--- src/rtl/vsp_consts.svh ---
// constants of the video memory serial port controller: offsets, fields, timing
// assumes a 125 MHz pclk and the sequencing in vsp_ctrl
//
// Function
// - controller zeroes every mask bit on write
// - controller: set jumps, single, then splits; only single before splits is enforced, jumps are accepted at any time
// - controller: single transfer before serial clocks
// - controller: wait 100 us, eight dummies
// - controller: column strobe low every write transfer
`ifndef VSP_CONSTS_SVH
`define VSP_CONSTS_SVH

// ------------------------------------------------
// register offsets
// ------------------------------------------------
`define VSP_OFF_CTRL 8'h00
`define VSP_OFF_ADDR 8'h04
`define VSP_OFF_SER 8'h08
`define VSP_OFF_STAT 8'h0c

// ------------------------------------------------
// field positions
// ------------------------------------------------
`define VSP_CTRL_GO 0
`define VSP_CTRL_CMD_LO 1
`define VSP_CTRL_CMD_HI 3
`define VSP_ADDR_ROW_LO 0
`define VSP_ADDR_ROW_HI 8
`define VSP_ADDR_COL_LO 16
`define VSP_ADDR_COL_HI 24
`define VSP_SER_GATE 16
`define VSP_STAT_HALF 0
`define VSP_STAT_BUSY 1
`define VSP_STAT_PWR_OK 2
`define VSP_STAT_READY 3
`define VSP_STAT_MODE_RD 4
`define VSP_STAT_REFUSED 5

// ------------------------------------------------
// timing
// ------------------------------------------------
`define VSP_CLK_NS 8
`define VSP_T_STB_NS 40
`define VSP_T_SC_NS 24
`define VSP_T_PWR_US 100
`define VSP_DUMMY_N 8
`define VSP_CYC_UP(ns) ((((ns) + `VSP_CLK_NS - 1) / `VSP_CLK_NS))
`define VSP_STB_CYC `VSP_CYC_UP(`VSP_T_STB_NS)
`define VSP_SC_CYC `VSP_CYC_UP(`VSP_T_SC_NS)
`define VSP_PWR_CYC `VSP_CYC_UP(`VSP_T_PWR_US * 1000)

`endif

--- src/rtl/vsp_pkg.sv ---
// types shared by the video memory serial port controller
// assumes nothing beyond a SystemVerilog compiler
package vsp_pkg;

	// ------------------------------------------------
	// commands and states
	// ------------------------------------------------
	typedef enum logic [2:0] {
		VSP_CMD_SRD = 3'h0, // single read transfer
		VSP_CMD_SWR = 3'h1, // single write transfer
		VSP_CMD_PRD = 3'h2, // split read transfer
		VSP_CMD_PWR = 3'h3, // split write transfer
		VSP_CMD_JMP = 3'h4 // refresh cycle that loads jump source
	} vsp_cmd_t;

	typedef enum logic [3:0] {
		VSP_ST_IDLE = 4'h0,
		VSP_ST_PWR = 4'h1,
		VSP_ST_DMY_L = 4'h3,
		VSP_ST_DMY_H = 4'h2,
		VSP_ST_SETUP = 4'h6,
		VSP_ST_RASL = 4'h7,
		VSP_ST_CASL = 4'h5,
		VSP_ST_RISE = 4'h4,
		VSP_ST_SCLO = 4'hc,
		VSP_ST_SCHI = 4'hd
	} vsp_state_t;

	// strobe and control pins toward the memory
	typedef struct packed {
		logic ras_n; // row strobe
		logic cas_n; // column strobe
		logic dtoe_n; // transfer_output_ctl_n
		logic uwe_n; // upper_write_n
		logic lwe_n; // lower_write_n
		logic special_function_sel; // special_function_sel
	} vsp_strobe_t;

endpackage

--- src/rtl/vsp_sync.sv ---
// two flip-flop synchroniser for the pins coming back from the memory
// assumes inputs are asynchronous to clk; first stage read by second only
`timescale 1ns/100ps
module vsp_sync #(
	parameter int unsigned W = 17 // number of bits
) (
	input logic clk, // sampling clock
	input logic rst_n, // async reset, active low
	input logic ce, // clock enable
	input logic [W-1:0] d, // asynchronous inputs
	output logic [W-1:0] q // synchronised outputs
);
	logic [W-1:0] meta_q; // first stage, only feeds q

	// ------------------------------------------------
	// two stages
	// ------------------------------------------------
	always_ff @(posedge clk or negedge rst_n) begin
		if (!rst_n) begin
			meta_q <= '0;
			q <= '0;
		end else if (ce) begin
			meta_q <= d;
			q <= meta_q;
		end
	end
endmodule // vsp_sync

--- src/rtl/vsp_ctrl.sv ---
// controller that drives the serial port of a dual-port video memory
// assumes an APB master on pclk and the memory's pins on the far side
`timescale 1ns/100ps
`include "vsp_consts.svh"
module vsp_ctrl #(
	parameter int unsigned PWR_CYC = `VSP_PWR_CYC, // power-up wait in cycles
	parameter int unsigned STB_CYC = `VSP_STB_CYC, // strobe phase in cycles
	parameter int unsigned SC_CYC = `VSP_SC_CYC // serial clock half period
) (
	input logic pclk, // system clock
	input logic presetn, // async reset, active low
	input logic ce, // clock enable, freezes all state
	input logic psel, // apb select
	input logic penable, // apb access phase
	input logic pwrite, // apb direction
	input logic [7:0] paddr, // apb byte address
	input logic [31:0] pwdata, // apb write data
	output logic [31:0] prdata, // apb read data
	output logic pready, // apb ready
	output logic pslverr, // apb error, unmapped address
	output vsp_pkg::vsp_strobe_t strobes, // strobe pins
	output logic [8:0] addr_pins, // multiplexed address
	output logic [15:0] mask_pins, // write mask data
	output logic serial_clock, // serial clock to memory
	output logic shift_port_gate_n, // serial enable, active low
	output logic [15:0] shift_data_o, // serial data out
	output logic shift_data_oe_n, // low while we drive serial data
	input logic [15:0] shift_data_i, // serial data in
	input logic half_indicator_out // half indicator from memory
);
	import vsp_pkg::*;

	localparam int unsigned PW = $clog2(PWR_CYC + 1); // power counter width
	localparam vsp_strobe_t STB_IDLE = '{1'b1, 1'b1, 1'b1, 1'b1, 1'b1, 1'b0};

	vsp_state_t state_q; // sequencer state
	logic [7:0] ph_q; // phase countdown
	logic [PW-1:0] pwr_q; // power-up wait counter
	logic [3:0] dmy_q; // dummy cycles done
	logic pwr_ok_q; // power-up sequence finished
	logic port_ready_q; // a single transfer has initialised the port
	logic mode_rd_q; // tracked serial direction, 1 = read
	logic refused_q; // sticky: a command was refused
	vsp_cmd_t cmd_q; // command in flight
	logic [8:0] row_q; // row address
	logic [8:0] col_q; // start column or jump source data
	logic [15:0] ser_wd_q; // word to shift out
	logic ser_gate_q; // 1 suppresses the serial access
	logic [15:0] rd_word_q; // last word read
	logic [16:0] sync_w; // synchronised {half, data}

	// ------------------------------------------------
	// helpers
	// ------------------------------------------------
	// phase length loaded on entry to a timed state
	function automatic logic [7:0] phase_len(input vsp_state_t s);
		if (s == VSP_ST_SCLO || s == VSP_ST_SCHI) begin
			phase_len = 8'(SC_CYC - 1);
		end else begin
			phase_len = 8'(STB_CYC - 1);
		end
	endfunction

	// a command is legal only in the right order
	function automatic logic cmd_legal(input vsp_cmd_t c, input logic rdy);
		unique case (c)
			VSP_CMD_SRD, VSP_CMD_SWR, VSP_CMD_JMP: cmd_legal = 1'b1;
			VSP_CMD_PRD, VSP_CMD_PWR: cmd_legal = rdy; // splits need an initialised port
			default: cmd_legal = 1'b0;
		endcase
	endfunction

	// ------------------------------------------------
	// pin synchroniser
	// ------------------------------------------------
	vsp_sync #(.W(17)) u_sync (
		.clk(pclk),
		.rst_n(presetn),
		.ce(ce),
		.d({half_indicator_out, shift_data_i}),
		.q(sync_w)
	);

	// ------------------------------------------------
	// apb decode
	// ------------------------------------------------
	logic acc_w; // access phase completing this edge
	logic wr_ctrl_w; // write to control with go set
	logic wr_ser_w; // write to the serial word register
	logic xfer_ok_w; // transfer command accepted
	logic ser_ok_w; // serial access accepted
	logic mapped_w; // address hits a register

	always_comb begin
		acc_w = psel && penable && pready;
		wr_ctrl_w = acc_w && pwrite && paddr == `VSP_OFF_CTRL && pwdata[`VSP_CTRL_GO];
		wr_ser_w = acc_w && pwrite && paddr == `VSP_OFF_SER;
		xfer_ok_w = wr_ctrl_w && state_q == VSP_ST_IDLE && pwr_ok_q
			&& cmd_legal(vsp_cmd_t'(pwdata[`VSP_CTRL_CMD_HI:`VSP_CTRL_CMD_LO]), port_ready_q);
		// no serial clock until a single transfer set the pointer
		ser_ok_w = wr_ser_w && state_q == VSP_ST_IDLE && port_ready_q;
		mapped_w = paddr == `VSP_OFF_CTRL || paddr == `VSP_OFF_ADDR
			|| paddr == `VSP_OFF_SER || paddr == `VSP_OFF_STAT;
	end

	// no wait state: answer is prepared during the setup cycle
	always_ff @(posedge pclk or negedge presetn) begin
		if (!presetn) begin
			pready <= 1'b0;
			pslverr <= 1'b0;
			prdata <= 32'h0000_0000;
		end else if (ce) begin
			pready <= psel && !penable;
			pslverr <= psel && !penable && !mapped_w;
			prdata <= 32'h0000_0000;
			if (psel && !penable && !pwrite) begin
				unique case (paddr)
					`VSP_OFF_CTRL: prdata <= {28'h0000000, 1'b0, cmd_q};
					`VSP_OFF_ADDR: prdata <= {7'h00, col_q, 7'h00, row_q};
					`VSP_OFF_SER: prdata <= {15'h0000, ser_gate_q, rd_word_q};
					`VSP_OFF_STAT: prdata <= {26'h0000000, refused_q, mode_rd_q,
						port_ready_q, pwr_ok_q, state_q != VSP_ST_IDLE, sync_w[16]};
					default: prdata <= 32'h0000_0000; // unmapped reads zero
				endcase
			end
		end
	end

	// ------------------------------------------------
	// software registers
	// ------------------------------------------------
	always_ff @(posedge pclk or negedge presetn) begin
		if (!presetn) begin
			row_q <= 9'h000;
			col_q <= 9'h000;
			ser_wd_q <= 16'h0000;
			ser_gate_q <= 1'b0;
			cmd_q <= VSP_CMD_SRD;
			refused_q <= 1'b0;
		end else if (ce) begin
			if (acc_w && pwrite && paddr == `VSP_OFF_ADDR) begin
				row_q <= pwdata[`VSP_ADDR_ROW_HI:`VSP_ADDR_ROW_LO];
				col_q <= pwdata[`VSP_ADDR_COL_HI:`VSP_ADDR_COL_LO];
			end
			if (ser_ok_w) begin
				ser_wd_q <= pwdata[15:0];
				ser_gate_q <= pwdata[`VSP_SER_GATE];
			end
			if (xfer_ok_w) begin
				cmd_q <= vsp_cmd_t'(pwdata[`VSP_CTRL_CMD_HI:`VSP_CTRL_CMD_LO]);
			end
			// refusal wins over a write-one clear in the same cycle
			if ((wr_ctrl_w && !xfer_ok_w) || (wr_ser_w && !ser_ok_w)) begin
				refused_q <= 1'b1;
			end else if (acc_w && pwrite && paddr == `VSP_OFF_STAT
				&& pwdata[`VSP_STAT_REFUSED]) begin
				refused_q <= 1'b0;
			end
		end
	end

	// ------------------------------------------------
	// sequencer and pins
	// ------------------------------------------------
	// the memory's own state is unknown after power, so nothing is assumed of it
	always_ff @(posedge pclk or negedge presetn) begin
		if (!presetn) begin
			state_q <= VSP_ST_PWR;
			ph_q <= 8'h00;
			pwr_q <= '0;
			dmy_q <= 4'h0;
			pwr_ok_q <= 1'b0;
			port_ready_q <= 1'b0;
			mode_rd_q <= 1'b0;
			rd_word_q <= 16'h0000;
			strobes <= STB_IDLE;
			addr_pins <= 9'h000;
			mask_pins <= 16'h0000;
			serial_clock <= 1'b0;
			shift_port_gate_n <= 1'b1;
			shift_data_o <= 16'h0000;
			shift_data_oe_n <= 1'b1;
		end else if (ce) begin
			if (ph_q != 8'h00) begin
				ph_q <= ph_q - 8'h01;
			end
			unique case (state_q)
				VSP_ST_PWR: begin
					pwr_q <= pwr_q + PW'(1);
					if (pwr_q == PW'(PWR_CYC - 1)) begin // full wait before any strobe
						state_q <= VSP_ST_DMY_L;
						strobes.ras_n <= 1'b0;
						ph_q <= phase_len(VSP_ST_DMY_L);
					end
				end
				VSP_ST_DMY_L: if (ph_q == 8'h00) begin
					state_q <= VSP_ST_DMY_H;
					strobes.ras_n <= 1'b1;
					ph_q <= phase_len(VSP_ST_DMY_H);
				end
				VSP_ST_DMY_H: if (ph_q == 8'h00) begin
					dmy_q <= dmy_q + 4'h1;
					if (dmy_q == 4'(`VSP_DUMMY_N - 1)) begin // eight dummy row cycles
						state_q <= VSP_ST_IDLE;
						pwr_ok_q <= 1'b1;
					end else begin
						state_q <= VSP_ST_DMY_L;
						strobes.ras_n <= 1'b0;
						ph_q <= phase_len(VSP_ST_DMY_L);
					end
				end
				VSP_ST_IDLE: begin
					if (xfer_ok_w) begin
						state_q <= VSP_ST_SETUP;
						ph_q <= phase_len(VSP_ST_SETUP);
						mask_pins <= 16'h0000; // no random-port cell is altered
						unique case (vsp_cmd_t'(pwdata[`VSP_CTRL_CMD_HI:`VSP_CTRL_CMD_LO]))
							VSP_CMD_SRD: begin
								strobes <= '{1'b1, 1'b1, 1'b0, 1'b1, 1'b1, 1'b0};
								addr_pins <= row_q;
							end
							VSP_CMD_SWR: begin
								strobes <= '{1'b1, 1'b1, 1'b0, 1'b0, 1'b0, 1'b0};
								addr_pins <= row_q;
							end
							VSP_CMD_PRD: begin
								strobes <= '{1'b1, 1'b1, 1'b0, 1'b1, 1'b1, 1'b1};
								addr_pins <= row_q;
							end
							VSP_CMD_PWR: begin
								strobes <= '{1'b1, 1'b1, 1'b0, 1'b0, 1'b0, 1'b1};
								addr_pins <= row_q;
							end
							default: begin
								// column before row refresh, writes low, jump data on A0..A7
								strobes <= '{1'b1, 1'b0, 1'b1, 1'b0, 1'b0, 1'b0};
								addr_pins <= {1'b0, col_q[7:0]};
							end
						endcase
					end else if (ser_ok_w) begin
						state_q <= VSP_ST_SCLO;
						ph_q <= phase_len(VSP_ST_SCLO);
						shift_port_gate_n <= pwdata[`VSP_SER_GATE];
						shift_data_o <= pwdata[15:0];
						// drive only in write mode and only when gated in
						shift_data_oe_n <= mode_rd_q || pwdata[`VSP_SER_GATE];
					end
				end
				VSP_ST_SETUP: if (ph_q == 8'h00) begin
					state_q <= VSP_ST_RASL;
					strobes.ras_n <= 1'b0;
					ph_q <= phase_len(VSP_ST_RASL);
				end
				VSP_ST_RASL: if (ph_q == 8'h00) begin
					state_q <= VSP_ST_CASL;
					if (cmd_q != VSP_CMD_JMP) begin
						strobes.cas_n <= 1'b0; // start column always latched
					end
					ph_q <= phase_len(VSP_ST_CASL);
				end else if (cmd_q != VSP_CMD_JMP) begin
					// column goes out a cycle after the row fall, ahead of the column fall,
					// so the row is held past its strobe and the column is set up early
					addr_pins <= col_q;
				end
				VSP_ST_CASL: if (ph_q == 8'h00) begin
					state_q <= VSP_ST_RISE;
					strobes.ras_n <= 1'b1; // memory executes on this rise
					ph_q <= phase_len(VSP_ST_RISE);
				end
				VSP_ST_RISE: if (ph_q == 8'h00) begin
					state_q <= VSP_ST_IDLE;
					strobes <= STB_IDLE;
					if (cmd_q == VSP_CMD_SRD || cmd_q == VSP_CMD_SWR) begin
						port_ready_q <= 1'b1; // pointer now defined
						mode_rd_q <= cmd_q == VSP_CMD_SRD;
					end
				end
				VSP_ST_SCLO: if (ph_q == 8'h00) begin
					state_q <= VSP_ST_SCHI;
					serial_clock <= 1'b1;
					ph_q <= phase_len(VSP_ST_SCHI);
				end
				VSP_ST_SCHI: if (ph_q == 8'h00) begin
					state_q <= VSP_ST_IDLE;
					serial_clock <= 1'b0;
					shift_port_gate_n <= 1'b1;
					shift_data_oe_n <= 1'b1;
					if (mode_rd_q && !ser_gate_q) begin
						rd_word_q <= sync_w[15:0]; // word settled through the synchroniser
					end
				end
				default: begin
					state_q <= VSP_ST_IDLE;
					strobes <= STB_IDLE;
				end
			endcase
		end
	end

	// ------------------------------------------------
	// checks
	// ------------------------------------------------
	AST_MASK_ZERO: assert property (@(posedge pclk) disable iff (!presetn)
		$fell(strobes.ras_n) && !strobes.dtoe_n && !strobes.uwe_n |-> mask_pins == 16'h0000)
		else $error("mask not zero at write transfer");
	AST_CAS_WRITE: assert property (@(posedge pclk) disable iff (!presetn)
		$rose(strobes.ras_n) && !strobes.dtoe_n && !strobes.uwe_n |-> $past(!strobes.cas_n))
		else $error("write transfer executed without column strobe");
	AST_SC_INIT: assert property (@(posedge pclk) disable iff (!presetn)
		$rose(serial_clock) |-> port_ready_q)
		else $error("serial clock before single transfer");
	AST_SPLIT_INIT: assert property (@(posedge pclk) disable iff (!presetn)
		$fell(strobes.ras_n) && strobes.special_function_sel |-> port_ready_q && !strobes.dtoe_n)
		else $error("split transfer before initialising transfer");
	AST_PWR_WAIT: assert property (@(posedge pclk) disable iff (!presetn)
		$fell(strobes.ras_n) |-> pwr_q == PW'(PWR_CYC))
		else $error("row strobe before power-up wait");
	AST_DUMMY_N: assert property (@(posedge pclk) disable iff (!presetn)
		$rose(pwr_ok_q) |-> dmy_q == 4'(`VSP_DUMMY_N))
		else $error("wrong number of dummy cycles");
	AST_APB_WAIT: assert property (@(posedge pclk) disable iff (!presetn || !ce)
		psel && !penable ##1 psel && penable |-> pready)
		else $error("apb answer not in first access cycle");
endmodule // vsp_ctrl

--- config.mk ---
export PLATFORM = sky130hd
export DESIGN_NAME = vsp_ctrl
export DESIGN_NICKNAME = d
export VERILOG_FILES = /design/src/rtl/vsp_pkg.sv /design/src/rtl/vsp_sync.sv /design/src/rtl/vsp_ctrl.sv
export VERILOG_INCLUDE_DIRS = /design/src /design/src/rtl
export SDC_FILE = /design/constraint.sdc
export NUM_CORES = 1
export LEC_CHECK = 0
export BUFFER_PORTS_ARGS = -buffer_cell sky130_fd_sc_hd__buf_2
export CORE_MARGIN = 2
export CORE_UTILIZATION = 43
export CTS_CLUSTER_SIZE = 40
export DETAILED_ROUTE_END_ITERATION = 16
export HOLD_SLACK_MARGIN = 0.06
export PLACE_DENSITY = 0.7
export SETUP_SLACK_MARGIN = 0.4
export SYNTH_ARGS = -nofsm -noshare
export SYNTH_HDL_FRONTEND = slang
export SYNTH_SLANG_ARGS = --single-unit
--- constraint.sdc ---
create_clock -name pclk -period 3.5 [get_ports pclk]
set_input_delay 1.05 -clock pclk [delete_from_list [all_inputs] [get_ports pclk]]
set_output_delay 1.05 -clock pclk [all_outputs]
set_load 0.005 [all_outputs]
After elaboration in Yosys (flattened, before gate mapping)
Index checks and enable logic that the tools add are counted.
W data, S select, Z words.

word-level totals
  flip-flop bits (word level) = 174
  logic and storage cells = 194
  input bits = 63
  output and inout bits = 84

operators by class
  equal/unequal tests = 38
  bitwise operators = 4
  muxes and demuxes = 51
  reduce and logical (&&, ||, !) cells = 69
  add/subtract/negate cells = 3

operators by type and width
  kind                     count
  $pmux W25 S4             1
  $mux W8                  8
  $mux W4                  10
  $pmux W8 S5              1
  $mux W9                  4
  $pmux W4 S9              1
  $ne A2 B2 Y1 const B     15
  $mux W25                 1
  $reduce_and A4 Y1        6
  $eq A4 B3 Y1 const B     5
  $logic_and A1 B1 Y1      20
  $pmux W5 S4              1
  $pmux W9 S2              1
  $eq A8 B4 Y1 const B     2
  $logic_not A8 Y1         2
  $add A14 B1 Y14 const B  1
  $eq A14 B14 Y1 const B   1
  $mux W1                  13
  $mux W6                  2
  $pmux W4 S3              1
  $reduce_and A10 Y1       1
  $reduce_and A2 Y1        5
  $reduce_and A5 Y1        2
  $reduce_and A9 Y1        1
  30 further kinds         60

Longest topological paths before layout
Gate-level depths: netlist of the first run.

  depth after elaboration = 13
  mapped depth = 11
  depth with buffers taken out = 10

Hierarchy
Synthesis of the first run repeated with hierarchy kept, for this count alone.

unflattened totals
  cell total of the unflattened synthesis = 655
  area, all modules = 7913.8 µm²

modules (own cells, without submodules)
  module    area an instance (µm²)  cells each  instances  sequential area each (µm²)
  vsp_ctrl  6496.2                  583         1          3311.9
  vsp_sync  1417.6                  72          1          850.8

Least setup slack after synthesis of the first run
No wires, ideal clock.

  path kind = input -> register
  start point = input paddr[1]
  end point = register col_q[0]
  setup time = 125 ps
  arrival = 2846 ps
  setup slack = 529 ps
  stages = 6
  buffers on the path = 1
  required time = 3375 ps
  path through = nor4_1 > and3_1 > nand2_1 > nor2_1 > buf_2 > mux2_2

between the ends
  word-level cells in the longest chain between the ends = 3

ends and longest elaborated chain
  item                                  RTL line         source
  from (decl)                           vsp_ctrl.sv:16   input logic [7:0] paddr,
  $eq A8 B3 Y1                          -
  $logic_and A1 B1 Y1 (no source line)  -
  $reduce_and A2 Y1 (no source line)    -
  to (signal assigned)                  vsp_ctrl.sv:143  col_q <= pwdata[`VSP_ADDR_COL_HI:`VSP_ADDR_COL_LO];
  to (decl)                             vsp_ctrl.sv:46   logic [8:0] col_q;

No other way between the ends.
A chain may end at the register's enable or synchronous reset.

Worst setup path in the final report of the first run
  start point = register ph_q[1]
  end point = register rd_word_q[10]

between the ends
  word-level cells in the longest chain between the ends = 2

ends and longest elaborated chain
  item                                RTL line         source
  from (decl)                         vsp_ctrl.sv:37   logic [7:0] ph_q;
  from (signal assigned)              vsp_ctrl.sv:185  ph_q <= ph_q - 8'h01;
  from (signal assigned)              vsp_ctrl.sv:193  ph_q <= phase_len(VSP_ST_DMY_L);
  from (signal assigned)              vsp_ctrl.sv:199  ph_q <= phase_len(VSP_ST_DMY_H);
  $logic_not A8 Y1                    vsp_ctrl.sv:283  VSP_ST_SCHI: if (ph_q == 8'h00) begin
  $reduce_and A4 Y1 (no source line)  -
  to (signal assigned)                vsp_ctrl.sv:289  rd_word_q <= sync_w[15:0];
  to (decl)                           vsp_ctrl.sv:49   logic [15:0] rd_word_q;

No other way between the ends.

==> impl_metrics.prom, run 1 <==
# TYPE chip_impl_metric gauge
chip_impl_info{name="run_status",value="finished, final reports clean"} 1
chip_impl_metric{name="combined_area_of_all_synthesized_cells",unit="sq um"} 7670
chip_impl_metric{name="gp_congestion",unit=""} 0.851
chip_impl_info{name="setup.worst_path.class",value="reg -> reg"} 1
chip_impl_metric{name="cts_inserted_buffers",unit=""} 17
chip_impl_metric{name="multi_input_comb_area",unit="sq um"} 3200
chip_impl_metric{name="ys_ff_latch",unit=""} 166
chip_impl_metric{name="grt_max_degree",unit=""} 63
chip_impl_info{name="synth_area_leader_cell",value="dfrtp_1"} 1
chip_impl_metric{name="holdWs",unit="ns"} 0.466
chip_impl_metric{name="setup_viol",unit=""} 0
chip_impl_info{name="startpoint_type",value="flop"} 1
chip_impl_metric{name="initialDrtViolationCount",unit=""} 533
chip_impl_metric{name="antenna_found_initial",unit=""} 4
chip_impl_metric{name="die_area",unit="sq um"} 18900
chip_impl_metric{name="ys_async_sr_fraction",unit=""} 1.00
chip_impl_metric{name="finalHoldViolations",unit=""} 0
chip_impl_metric{name="floorplan.die.width",unit="um"} 138
chip_impl_info{name="worstSetupEndpointType",value="flop"} 1
chip_impl_metric{name="cp_data_arrival_time",unit="ns"} 3.13
chip_impl_metric{name="hold_buffers",unit=""} 0
chip_impl_metric{name="wire_length_after_detailed_routing",unit="um"} 17000
chip_impl_metric{name="clock-sinks",unit=""} 166
chip_impl_metric{name="route.detailed.drc",unit=""} 0
chip_impl_metric{name="ant_nets_after_route",unit=""} 0
chip_impl_metric{name="synth-edff-count",unit=""} 0
chip_impl_metric{name="place_area",unit="sq um"} 8440
chip_impl_metric{name="cts_htree_levels",unit=""} 4
chip_impl_metric{name="max_freq",unit="MHz"} 354
chip_impl_metric{name="vdd_ir_drop_max",unit="V"} 0.000362
chip_impl_metric{name="routed_wire_length_per_instance",unit="um"} 16.7
chip_impl_metric{name="start_util",unit=""} 0.442
chip_impl_metric{name="worst_slew_margin_rel",unit=""} 0.466
chip_impl_info{name="clockRootBuffer",value="clkbuf_16"} 1
chip_impl_metric{name="port_buffers",unit=""} 116
chip_impl_metric{name="ioPinCount",unit=""} 147
chip_impl_metric{name="cts_setup_buffers",unit=""} 0
chip_impl_metric{name="postSynthCellCount",unit=""} 661
chip_impl_metric{name="drt_pre_antenna_iters",unit=""} 5
chip_impl_metric{name="layout_worst_path_cycle_share",unit=""} 0.808
chip_impl_metric{name="ff_latch_area",unit="sq um"} 4160
chip_impl_metric{name="nNetsFinal",unit=""} 847
chip_impl_info{name="cts_tree",value="done"} 1
chip_impl_metric{name="finClkSkew",unit="ns"} 0.00752
chip_impl_metric{name="grt-ovfl-total",unit=""} 0
chip_impl_info{name="netlist_top_cells_area",value="dfrtp_1 (52%), mux2_2 (14%), nand2_1 (4.1%)"} 1
chip_impl_metric{name="timing.critical_path.fanout_max",unit=""} 16
chip_impl_metric{name="synth-warning-count",unit=""} 0
chip_impl_metric{name="worstSkewPairLatency",unit="ns"} 0.43
chip_impl_info{name="dominantRegCellSynth",value="dfrtp_1"} 1
chip_impl_metric{name="final-max-slew-violation-count",unit=""} 0
chip_impl_metric{name="dp_hpwl",unit="um"} 12100
chip_impl_metric{name="max_slew.worst_pin.slew",unit="ns"} 0.799
chip_impl_metric{name="power.static_leakage",unit="uW"} 0.00444
chip_impl_metric{name="finalSetupTns",unit="ns"} 0
chip_impl_metric{name="n_fill_cell",unit=""} 1536
chip_impl_metric{name="global_route_wire_length_before_repair",unit="um"} 27400
chip_impl_metric{name="postCtsResizedCells",unit=""} 0
chip_impl_metric{name="fp.dieH",unit="um"} 138
chip_impl_metric{name="vias_per_cell",unit=""} 5.31
chip_impl_metric{name="vias",unit=""} 5423
chip_impl_info{name="timing.hold.worst.class",value="reg -> reg"} 1
chip_impl_metric{name="cap_viol_max_count",unit=""} 0
chip_impl_metric{name="reg_clk_slew_reported_paths",unit="ns"} 0.07
chip_impl_metric{name="clk_path_buf_depth",unit=""} 2
chip_impl_metric{name="track_usage",unit=""} 0.189
chip_impl_metric{name="area_growth_syn_to_layout",unit="%"} 17.4
chip_impl_metric{name="synth_top_cell_area_share",unit=""} 0.519
chip_impl_metric{name="first_global_vias",unit=""} 5155
chip_impl_metric{name="synthesized_area_per_cell",unit="sq um"} 11.6
chip_impl_metric{name="synthDistinctLibCells",unit=""} 67
chip_impl_metric{name="std_cell_rows",unit=""} 48
chip_impl_metric{name="timing.critical_path.required",unit="ns"} 3.81
chip_impl_metric{name="drive_above_1_share",unit=""} 0.361
chip_impl_metric{name="final_period_minus_worst_setup_slack",unit="ns"} 2.83
chip_impl_metric{name="final_design_area_no_fill",unit="sq um"} 9000
chip_impl_metric{name="pwr_density_cell",unit="nW/um^2"} 536
chip_impl_metric{name="core_outline_area",unit="sq um"} 17400
chip_impl_metric{name="seq_area_frac_synth",unit=""} 0.543
chip_impl_info{name="unrepaired_setup_endpoints_after_global_routing",value="false"} 1
per-layer routing:
metal | routed length, um | global-route usage | up-vias
li1 | - | - | 2551
met1 | 7960 | 0.266 | 2665
met2 | 7520 | 0.274 | 182
met3 | 1170 | 0.0526 | 23
met4 | 347 | 0.0779 | 2
met5 | 13 | 0 | -
worst max-delay path, stage by stage, from the launching register on:
cell and delay, ns:
dfrtp_1 0.43, inv_1 0.12, ha_1 0.25, or4b_4 0.53, nor4_4 0.22, buf_4 0.21
nand2_1 0.17, nor2_2 0.16, buf_4 0.26, mux2_2 0.36
power by group:
group,switching [uW],internal [uW]
Clock,812,950
Sequential,184,2080
Combinational,429,372
Total,1430,3400
layout by cell type, fill, tap and decap left out, types with 7 or more instances in the layout:
master,n
nor3_1,9
and3_1,7
a21oi_1,17
clkbuf_16,17
buf_4,14
xnor2_1,9
o21ai_0,22
dfstp_2,7
a31oi_1,7
inv_1,15
a22o_1,18
conb_1,23
dfrtp_1,159
nand4_1,9
a22oi_1,8
nand3_1,8
nor2b_1,7
mux2_2,94
nor2_1,31
xor2_1,9
nand2_1,83
buf_2,115
o2bb2ai_1,12
metrics by stage:
step,total power [uW],std cells,util,setup slack (ns)
after floorplan,2860,683,-,0.529
after global placement,3060,986,0.486,0.274
after detailed placement,3080,986,0.486,0.266
after CTS,4860,1018,0.518,0.695
after global routing,5080,1020,0.519,0.510
final,4820,1021,0.519,0.673
registers in the layout, summed over array words and instances, names as in the netlist, 3 cells and up:
signal	count
addr_pins	9
cmd_q	3
col_q	9
dmy_q	4
ph_q	8
prdata	25
pwr_q	14
rd_word_q	16
row_q	9
shift_data_o	16
state_q	4
strobes	5
u_sync.meta_q	17
u_sync.q	17
final cells by class:
type                       count  area share
clock inverter                13      0.0125
multi-input combinational    446       0.355
timing repair buffer         132      0.0813
tap                          225      0.0313
sequential                   166       0.462
antenna                        3    0.000834
clock buffer                  19      0.0492
inverter                      17     0.00709
cells in the mapped netlist, types with 3 or more instances:
cell	count
o2bb2ai_1	12
a31oi_1	7
ha_1	4
o21ai_0	22
xor2_1	9
a22o_1	18
nand3_1	8
mux2_2	94
and3_1	7
xnor2_1	9
dfrtp_1	159
mux4_2	3
clkbuf_8	3
nor2b_1	7
or3_1	4
a22oi_1	8
clkbuf_1	20
o211ai_1	3
nor3_1	9
nand4_1	9
dfstp_2	7
nand2_1	83
and2_1	3
a21oi_1	17
buf_1	5
inv_1	15
nand2b_1	6
buf_4	25
nand3b_1	4
nor2_1	31
path summary, 6_finish.rpt:
kind / from / endpoint / slack (ns) / cells after the start
worst max register to register: ph_q[1] / rd_word_q[10] / 0.67 / 9
max in group asynchronous: presetn / strobes[2] / 2.16 / 2
worst max-delay path: ph_q[1] / rd_word_q[10] / 0.67 / 9
worst min register to register: pwr_q[13] / pwr_q[13] / 0.47 / 1
min in group asynchronous: presetn / u_sync.q[14] / 0.58 / 1
worst min-delay path: pwr_q[13] / pwr_q[13] / 0.47 / 1
cells by family after synthesis:
family,Yosys count,share of synthesized area
compound gates,108,0.101
xor+xnor,18,0.0206
fa+ha+maj,4,0.00652
buf+inv,71,0.0511
flops,166,0.543
mux,99,0.149
other cells,1,0.000489
simple gates,194,0.128
(Power assumes the default switching activity.)
==> run 2: changes to the inputs <==
- PLACE_DENSITY: 0.7 -> 0.72
- clock period: 3.5 -> 2.6 ns (I/O delays scaled with it)
==> run 2 against run 1 <==
Effect of this change:
- utilization rose by 5.2 points
- sequential power rose by 31%
- worst hold slack got worse by 0.16 ns
- critical path depth down 2
- highest routed layer is now met4
- cell area is 10% higher
- via count up 6.2%
- clock skew about the same
- register-to-register slack worse by 0.57 ns
- total power increased by 47%
- critical path type unchanged
- clock power grew 48%
==> impl_metrics.prom, run 2 (synthesis results as in run 1) <==
# TYPE chip_impl_metric gauge
chip_impl_info{name="run_status",value="finished, final reports clean"} 1
chip_impl_metric{name="finalSetupTns",unit="ns"} 0
chip_impl_metric{name="die_area",unit="sq um"} 18900
chip_impl_metric{name="timing.critical_path.fanout_max",unit=""} 4
chip_impl_metric{name="grt_max_degree",unit=""} 51
chip_impl_metric{name="area_growth_syn_to_layout",unit="%"} 29.1
chip_impl_metric{name="worst_slew_margin_rel",unit=""} 0.506
chip_impl_metric{name="nNetsFinal",unit=""} 905
chip_impl_metric{name="gp_congestion",unit=""} 0.927
chip_impl_info{name="unrepaired_setup_endpoints_after_global_routing",value="true"} 1
chip_impl_metric{name="max_slew.worst_pin.slew",unit="ns"} 0.739
chip_impl_metric{name="timing.critical_path.required",unit="ns"} 2.89
chip_impl_metric{name="grt_util_met2",unit=""} 0.313
chip_impl_metric{name="route.detailed.drc",unit=""} 0
chip_impl_metric{name="vdd_ir_drop_max",unit="V"} 0.000666
chip_impl_metric{name="finClkSkew",unit="ns"} 0.00784
chip_impl_metric{name="cts_htree_levels",unit=""} 4
chip_impl_metric{name="dp_worst_slack",unit="ns"} -0.0700
chip_impl_metric{name="track_usage",unit=""} 0.204
chip_impl_metric{name="drt_pre_antenna_iters",unit=""} 5
chip_impl_metric{name="cts_inserted_buffers",unit=""} 17
chip_impl_info{name="setup.worst_path.class",value="reg -> reg"} 1
chip_impl_metric{name="vias_per_cell",unit=""} 5.35
chip_impl_metric{name="antenna_found_initial",unit=""} 1
chip_impl_metric{name="initialDrtViolationCount",unit=""} 438
chip_impl_info{name="layout_commonest_cell",value="dfrtp_1"} 1
chip_impl_metric{name="layout_worst_path_cycle_share",unit=""} 0.961
chip_impl_metric{name="gr-usage-met1",unit=""} 0.282
chip_impl_metric{name="final-max-slew-violation-count",unit=""} 0
chip_impl_metric{name="n_fill_cell",unit=""} 1414
chip_impl_metric{name="routed_wire_length_per_instance",unit="um"} 17.6
chip_impl_metric{name="pwr_density_cell",unit="nW/um^2"} 718
chip_impl_info{name="layout_top_registers",value="prdata x25, u_sync.meta_q x17, u_sync.q x17"} 1
chip_impl_metric{name="wire_length_after_detailed_routing",unit="um"} 18900
chip_impl_info{name="worstSetupEndpointType",value="flop"} 1
chip_impl_metric{name="reg_clk_slew_reported_paths",unit="ns"} 0.06
chip_impl_metric{name="clock-sinks",unit=""} 166
chip_impl_info{name="startpoint_type",value="flop"} 1
chip_impl_metric{name="dp_hpwl",unit="um"} 13000
chip_impl_info{name="layout.cells.most_common_list",value="dfrtp_1 (159), buf_2 (115), nand2_1 (75)"} 1
chip_impl_metric{name="max_freq",unit="MHz"} 400
chip_impl_metric{name="start_util",unit=""} 0.442
chip_impl_metric{name="core_outline_area",unit="sq um"} 17400
chip_impl_metric{name="cp_data_arrival_time",unit="ns"} 2.78
chip_impl_metric{name="global_route.usage.met3",unit=""} 0.0563
chip_impl_metric{name="first_global_vias",unit=""} 5469
chip_impl_metric{name="cap_viol_max_count",unit=""} 0
chip_impl_metric{name="setup_viol",unit=""} 0
chip_impl_metric{name="ioPinCount",unit=""} 147
chip_impl_metric{name="worstSkewPairLatency",unit="ns"} 0.43
chip_impl_metric{name="drive_above_1_share",unit=""} 0.436
chip_impl_info{name="clockRootBuffer",value="clkbuf_16"} 1
chip_impl_metric{name="vias",unit=""} 5757
chip_impl_metric{name="clk_path_buf_depth",unit=""} 2
chip_impl_metric{name="port_buffers",unit=""} 116
chip_impl_metric{name="fp.dieH",unit="um"} 138
chip_impl_info{name="busiest_layer",value="met2"} 1
chip_impl_metric{name="hold_buffers",unit=""} 0
chip_impl_metric{name="global_route_wire_length_before_repair",unit="um"} 29200
chip_impl_info{name="timing.hold.worst.class",value="in -> async"} 1
chip_impl_metric{name="ant_nets_after_route",unit=""} 0
chip_impl_metric{name="finalHoldViolations",unit=""} 0
chip_impl_info{name="cts_tree",value="done"} 1
chip_impl_metric{name="floorplan.die.width",unit="um"} 138
chip_impl_info{name="registers.top_by_ff_count",value="prdata"} 1
chip_impl_metric{name="power.static_leakage",unit="uW"} 0.00488
chip_impl_metric{name="grt-ovfl-total",unit=""} 0
chip_impl_metric{name="std_cell_rows",unit=""} 48
chip_impl_metric{name="largest_register_ffs",unit=""} 25
chip_impl_metric{name="layout_setup_ws",unit="ns"} 0.102
chip_impl_metric{name="final_period_minus_worst_setup_slack",unit="ns"} 2.50
==> run 2: metrics by stage <==
step | hold slack [ns] | area [sq um] | total power (uW) | cells | util
finish | 0.303 | 9910 | 7110 | 1077 | 0.571
global route | 0.330 | 9910 | 7450 | 1077 | 0.571
CTS | 0.317 | 9740 | 7060 | 1065 | 0.561
detailed placement | 0.457 | 8880 | 4340 | 1015 | 0.512
global placement | 0.453 | 8880 | 4300 | 1015 | 0.512
floorplan | 0.437 | 7970 | 3900 | 683 | -
==> run 2: metal layers <==
layer / wire length [um] / vias to the layer above
li1: - / 2675
met1: 8400 / 2854
met2: 8940 / 212
met3: 1330 / 16
met4: 249 / 0
met5: 0 / -
==> run 2: area by class of cell <==
cell class,count,area [sq um],area share
antenna,1,2.50,0.000253
clock buffer,22,474,0.0479
clock inverter,10,144,0.0145
inverter,17,63.8,0.00644
multi-input combinational,447,3500,0.353
sequential,166,4160,0.420
tap,225,282,0.0284
timing repair buffer,189,1280,0.129
==> run 2: report_power, final <==
part	internal (uW)	switching (uW)
clock	1590	1020
sequential	2800	164
combinational	728	810
total	5120	1990
==> run 2: worst max-delay path, stage by stage, from the launching register on <==
cell,delay (ns)
dfrtp_1,0.36
ha_2,0.19
or4b_4,0.46
or4_4,0.51
a221oi_2,0.26
a21boi_4,0.26
mux2i_1,0.20
o221ai_1,0.12
==> run 2: final timing paths <==
path,from,end,slack (ns),cells after the start
min in group pclk,shift_data_o[12],shift_data_o[12],0.47,2
setup / recovery,pwr_q[0],state_q[2],0.10,7
hold / removal,presetn,pslverr,0.30,1
setup reg to reg,pwr_q[0],state_q[2],0.10,7
hold reg to reg,shift_data_o[12],shift_data_o[12],0.47,2
max in group asynchronous,presetn,u_sync.q[2],1.68,2
==> run 2: what timing repair did <==
action	CTS	global route
hold endpoints to repair	0	0
buffers inserted	16	11
pin swaps	15	14
gates cloned	2	0
gates resized for setup	24	20
setup endpoints to repair	52	60
==> run 3: changes to the inputs <==
- PLACE_DENSITY: 0.72 -> default
- PLACE_DENSITY_LB_ADDON: default -> 0.05
- SKIP_CTS_REPAIR_TIMING: default -> 1
==> run 3 against run 2 <==
Effect of this change:
- global-route usage fell by 0.30 points
- routed wire length fell by 0.29%
- clock power barely moved
- combinational power barely moved
==> impl_metrics.prom, run 3 (synthesis results as in run 1) <==
# TYPE chip_impl_metric gauge
chip_impl_metric{name="finalSetupTns",unit="ns"} 0
chip_impl_info{name="timing.hold.worst.class",value="in -> async"} 1
chip_impl_metric{name="cts_inserted_buffers",unit=""} 17
chip_impl_metric{name="final_design_area_no_fill",unit="sq um"} 9900
chip_impl_metric{name="nNetsFinal",unit=""} 897
chip_impl_info{name="startpoint_type",value="flop"} 1
chip_impl_metric{name="wire_length_after_detailed_routing",unit="um"} 18900
chip_impl_info{name="setup.worst_path.class",value="reg -> reg"} 1
chip_impl_metric{name="final-max-slew-violation-count",unit=""} 0
chip_impl_metric{name="vias_per_cell",unit=""} 5.32
chip_impl_metric{name="port_buffers",unit=""} 116
chip_impl_info{name="timing.critical_path.cells",value="ha_2, or4b_4, or4_4, a221oi_2, a21boi_4, mux2i_1, o221ai_1"} 1
chip_impl_metric{name="area_growth_syn_to_layout",unit="%"} 29.0
chip_impl_metric{name="fp.dieH",unit="um"} 138
chip_impl_metric{name="finalHoldViolations",unit=""} 0
chip_impl_info{name="slowest_cp_cell",value="or4_4"} 1
chip_impl_info{name="worstSetupEndpointType",value="flop"} 1
chip_impl_metric{name="insertedDiodeCount",unit=""} 0
chip_impl_metric{name="max_slew.worst_pin.slew",unit="ns"} 0.564
chip_impl_metric{name="timing.critical_path.fanout_max",unit=""} 5
chip_impl_metric{name="grt-ovfl-total",unit=""} 0
chip_impl_info{name="r2r-start",value="pwr_q[0]"} 1
chip_impl_metric{name="setup_viol",unit=""} 0
chip_impl_info{name="clockRootBuffer",value="clkbuf_16"} 1
chip_impl_metric{name="grt_max_degree",unit=""} 48
chip_impl_info{name="unrepaired_setup_endpoints_after_global_routing",value="true"} 1
chip_impl_metric{name="track_usage",unit=""} 0.201
chip_impl_metric{name="rrSetupSlack",unit="ns"} 0.05
chip_impl_metric{name="clock-sinks",unit=""} 166
chip_impl_metric{name="timing.critical_path.slowest_cell_delay",unit="ns"} 0.53
chip_impl_metric{name="antenna_found_initial",unit=""} 1
chip_impl_metric{name="cap_viol_max_count",unit=""} 0
chip_impl_info{name="layout.cells.most_common_list",value="dfrtp_1 (157), buf_2 (115), nand2_1 (75)"} 1
chip_impl_info{name="layout_commonest_cell",value="dfrtp_1"} 1
chip_impl_metric{name="cp_data_arrival_time",unit="ns"} 2.86
chip_impl_metric{name="ioPinCount",unit=""} 147
chip_impl_metric{name="cts_htree_levels",unit=""} 4
chip_impl_metric{name="reg_clk_slew_reported_paths",unit="ns"} 0.07
chip_impl_metric{name="finClkSkew",unit="ns"} 0.0109
chip_impl_metric{name="drive_above_1_share",unit=""} 0.446
chip_impl_metric{name="dp_hpwl",unit="um"} 13400
chip_impl_metric{name="die_area",unit="sq um"} 18900
chip_impl_metric{name="worst_slew_margin_rel",unit=""} 0.623
chip_impl_metric{name="routed_wire_length_per_instance",unit="um"} 17.7
chip_impl_metric{name="initialDrtViolationCount",unit=""} 368
chip_impl_info{name="registers.top_by_ff_count",value="prdata"} 1
chip_impl_metric{name="clk_path_buf_depth",unit=""} 2
chip_impl_metric{name="n_fill_cell",unit=""} 1450
chip_impl_metric{name="floorplan.die.width",unit="um"} 138
chip_impl_metric{name="vdd_ir_drop_max",unit="V"} 0.000474
chip_impl_info{name="cts_tree",value="done"} 1
chip_impl_metric{name="pwr_density_cell",unit="nW/um^2"} 720
chip_impl_metric{name="worstSkewPairLatency",unit="ns"} 0.44
chip_impl_metric{name="route.detailed.drc",unit=""} 0
chip_impl_metric{name="vias",unit=""} 5683
chip_impl_metric{name="std_cell_rows",unit=""} 48
chip_impl_metric{name="drt_pre_antenna_iters",unit=""} 4
chip_impl_metric{name="largest_register_ffs",unit=""} 25
chip_impl_metric{name="ff_latch_area",unit="sq um"} 4170
chip_impl_metric{name="max_freq",unit="MHz"} 392
chip_impl_metric{name="r2r_cells",unit=""} 7
chip_impl_metric{name="power.static_leakage",unit="uW"} 0.00487
chip_impl_info{name="timing.rr.end",value="state_q[2]"} 1
chip_impl_metric{name="core_outline_area",unit="sq um"} 17400
chip_impl_metric{name="global_route_wire_length_before_repair",unit="um"} 29100
chip_impl_metric{name="first_global_vias",unit=""} 5461
chip_impl_metric{name="timing.critical_path.required",unit="ns"} 2.90
chip_impl_metric{name="ant_nets_after_route",unit=""} 0
chip_impl_info{name="run_status",value="finished, final reports clean"} 1
chip_impl_metric{name="layout_worst_path_cycle_share",unit=""} 0.982
chip_impl_metric{name="start_util",unit=""} 0.442
chip_impl_metric{name="gp_congestion",unit=""} 0.815
chip_impl_metric{name="place_area",unit="sq um"} 8870
chip_impl_info{name="layout_top_registers",value="prdata x25, u_sync.meta_q x17, u_sync.q x17"} 1
chip_impl_metric{name="multi_input_comb_area",unit="sq um"} 3560
chip_impl_metric{name="final_period_minus_worst_setup_slack",unit="ns"} 2.55
==> run 3: critical path: cells and delay by family, from the launching register on <==
| kind | cells | cell delay, ns |
|---|---|---|
| mux | 1 | 0.21 |
| compound gates | 3 | 0.67 |
| simple gates | 2 | 0.99 |
| flops | 1 | 0.36 |
| fa+ha+maj | 1 | 0.19 |
==> run 3: report_power, final <==
group | switching [uW] | internal (uW) | leakage (uW)
clock | 1260 | 1320 | 0.000297
sequential | 215 | 2800 | 0.00217
combinational | 786 | 745 | 0.00241
total | 2260 | 4860 | 0.00487
==> run 3: routing by layer <==
metal | share of wire | GRT usage | vias up | routed length, um
met5 | 0.00053 | 0 | - | 10
met4 | 0.013 | 0.0624 | 2 | 250
met3 | 0.058 | 0.0449 | 21 | 1090
met2 | 0.47 | 0.312 | 157 | 8920
met1 | 0.46 | 0.283 | 2841 | 8600
li1 | - | - | 2662 | -
==> run 3: worst max path at each step <==
stage                   from          to  slack (ns)
detailed placement  paddr[1]  state_q[2]       -0.03
global route        pwr_q[0]  state_q[2]       -0.05
CTS                 pwr_q[0]  state_q[2]        0.04
finish              pwr_q[0]  state_q[2]        0.05
floorplan            ph_q[1]  state_q[2]        0.07
global placement    paddr[1]  state_q[2]       0.004
==> run 3: cell type report <==
cell class                 instances  area share
sequential                       166       0.421
multi-input combinational        447       0.360
timing repair buffer             181       0.121
clock buffer                      17      0.0430
tap                              225      0.0284
clock inverter                    15      0.0200
inverter                          17     0.00645
==> run 3: per-stage QoR <==
stage               utilization  setup slack, ns  instances  hold WS [ns]  total power [uW]
floorplan                     -           0.0706        683         0.437              3900
global placement          0.511          0.00378       1015         0.453              4260
detailed placement        0.511          -0.0282       1015         0.457              4310
CTS                       0.547           0.0355       1047         0.295              6900
global route              0.570          -0.0493       1068         0.305              7470
finish                    0.570           0.0469       1068         0.286              7120
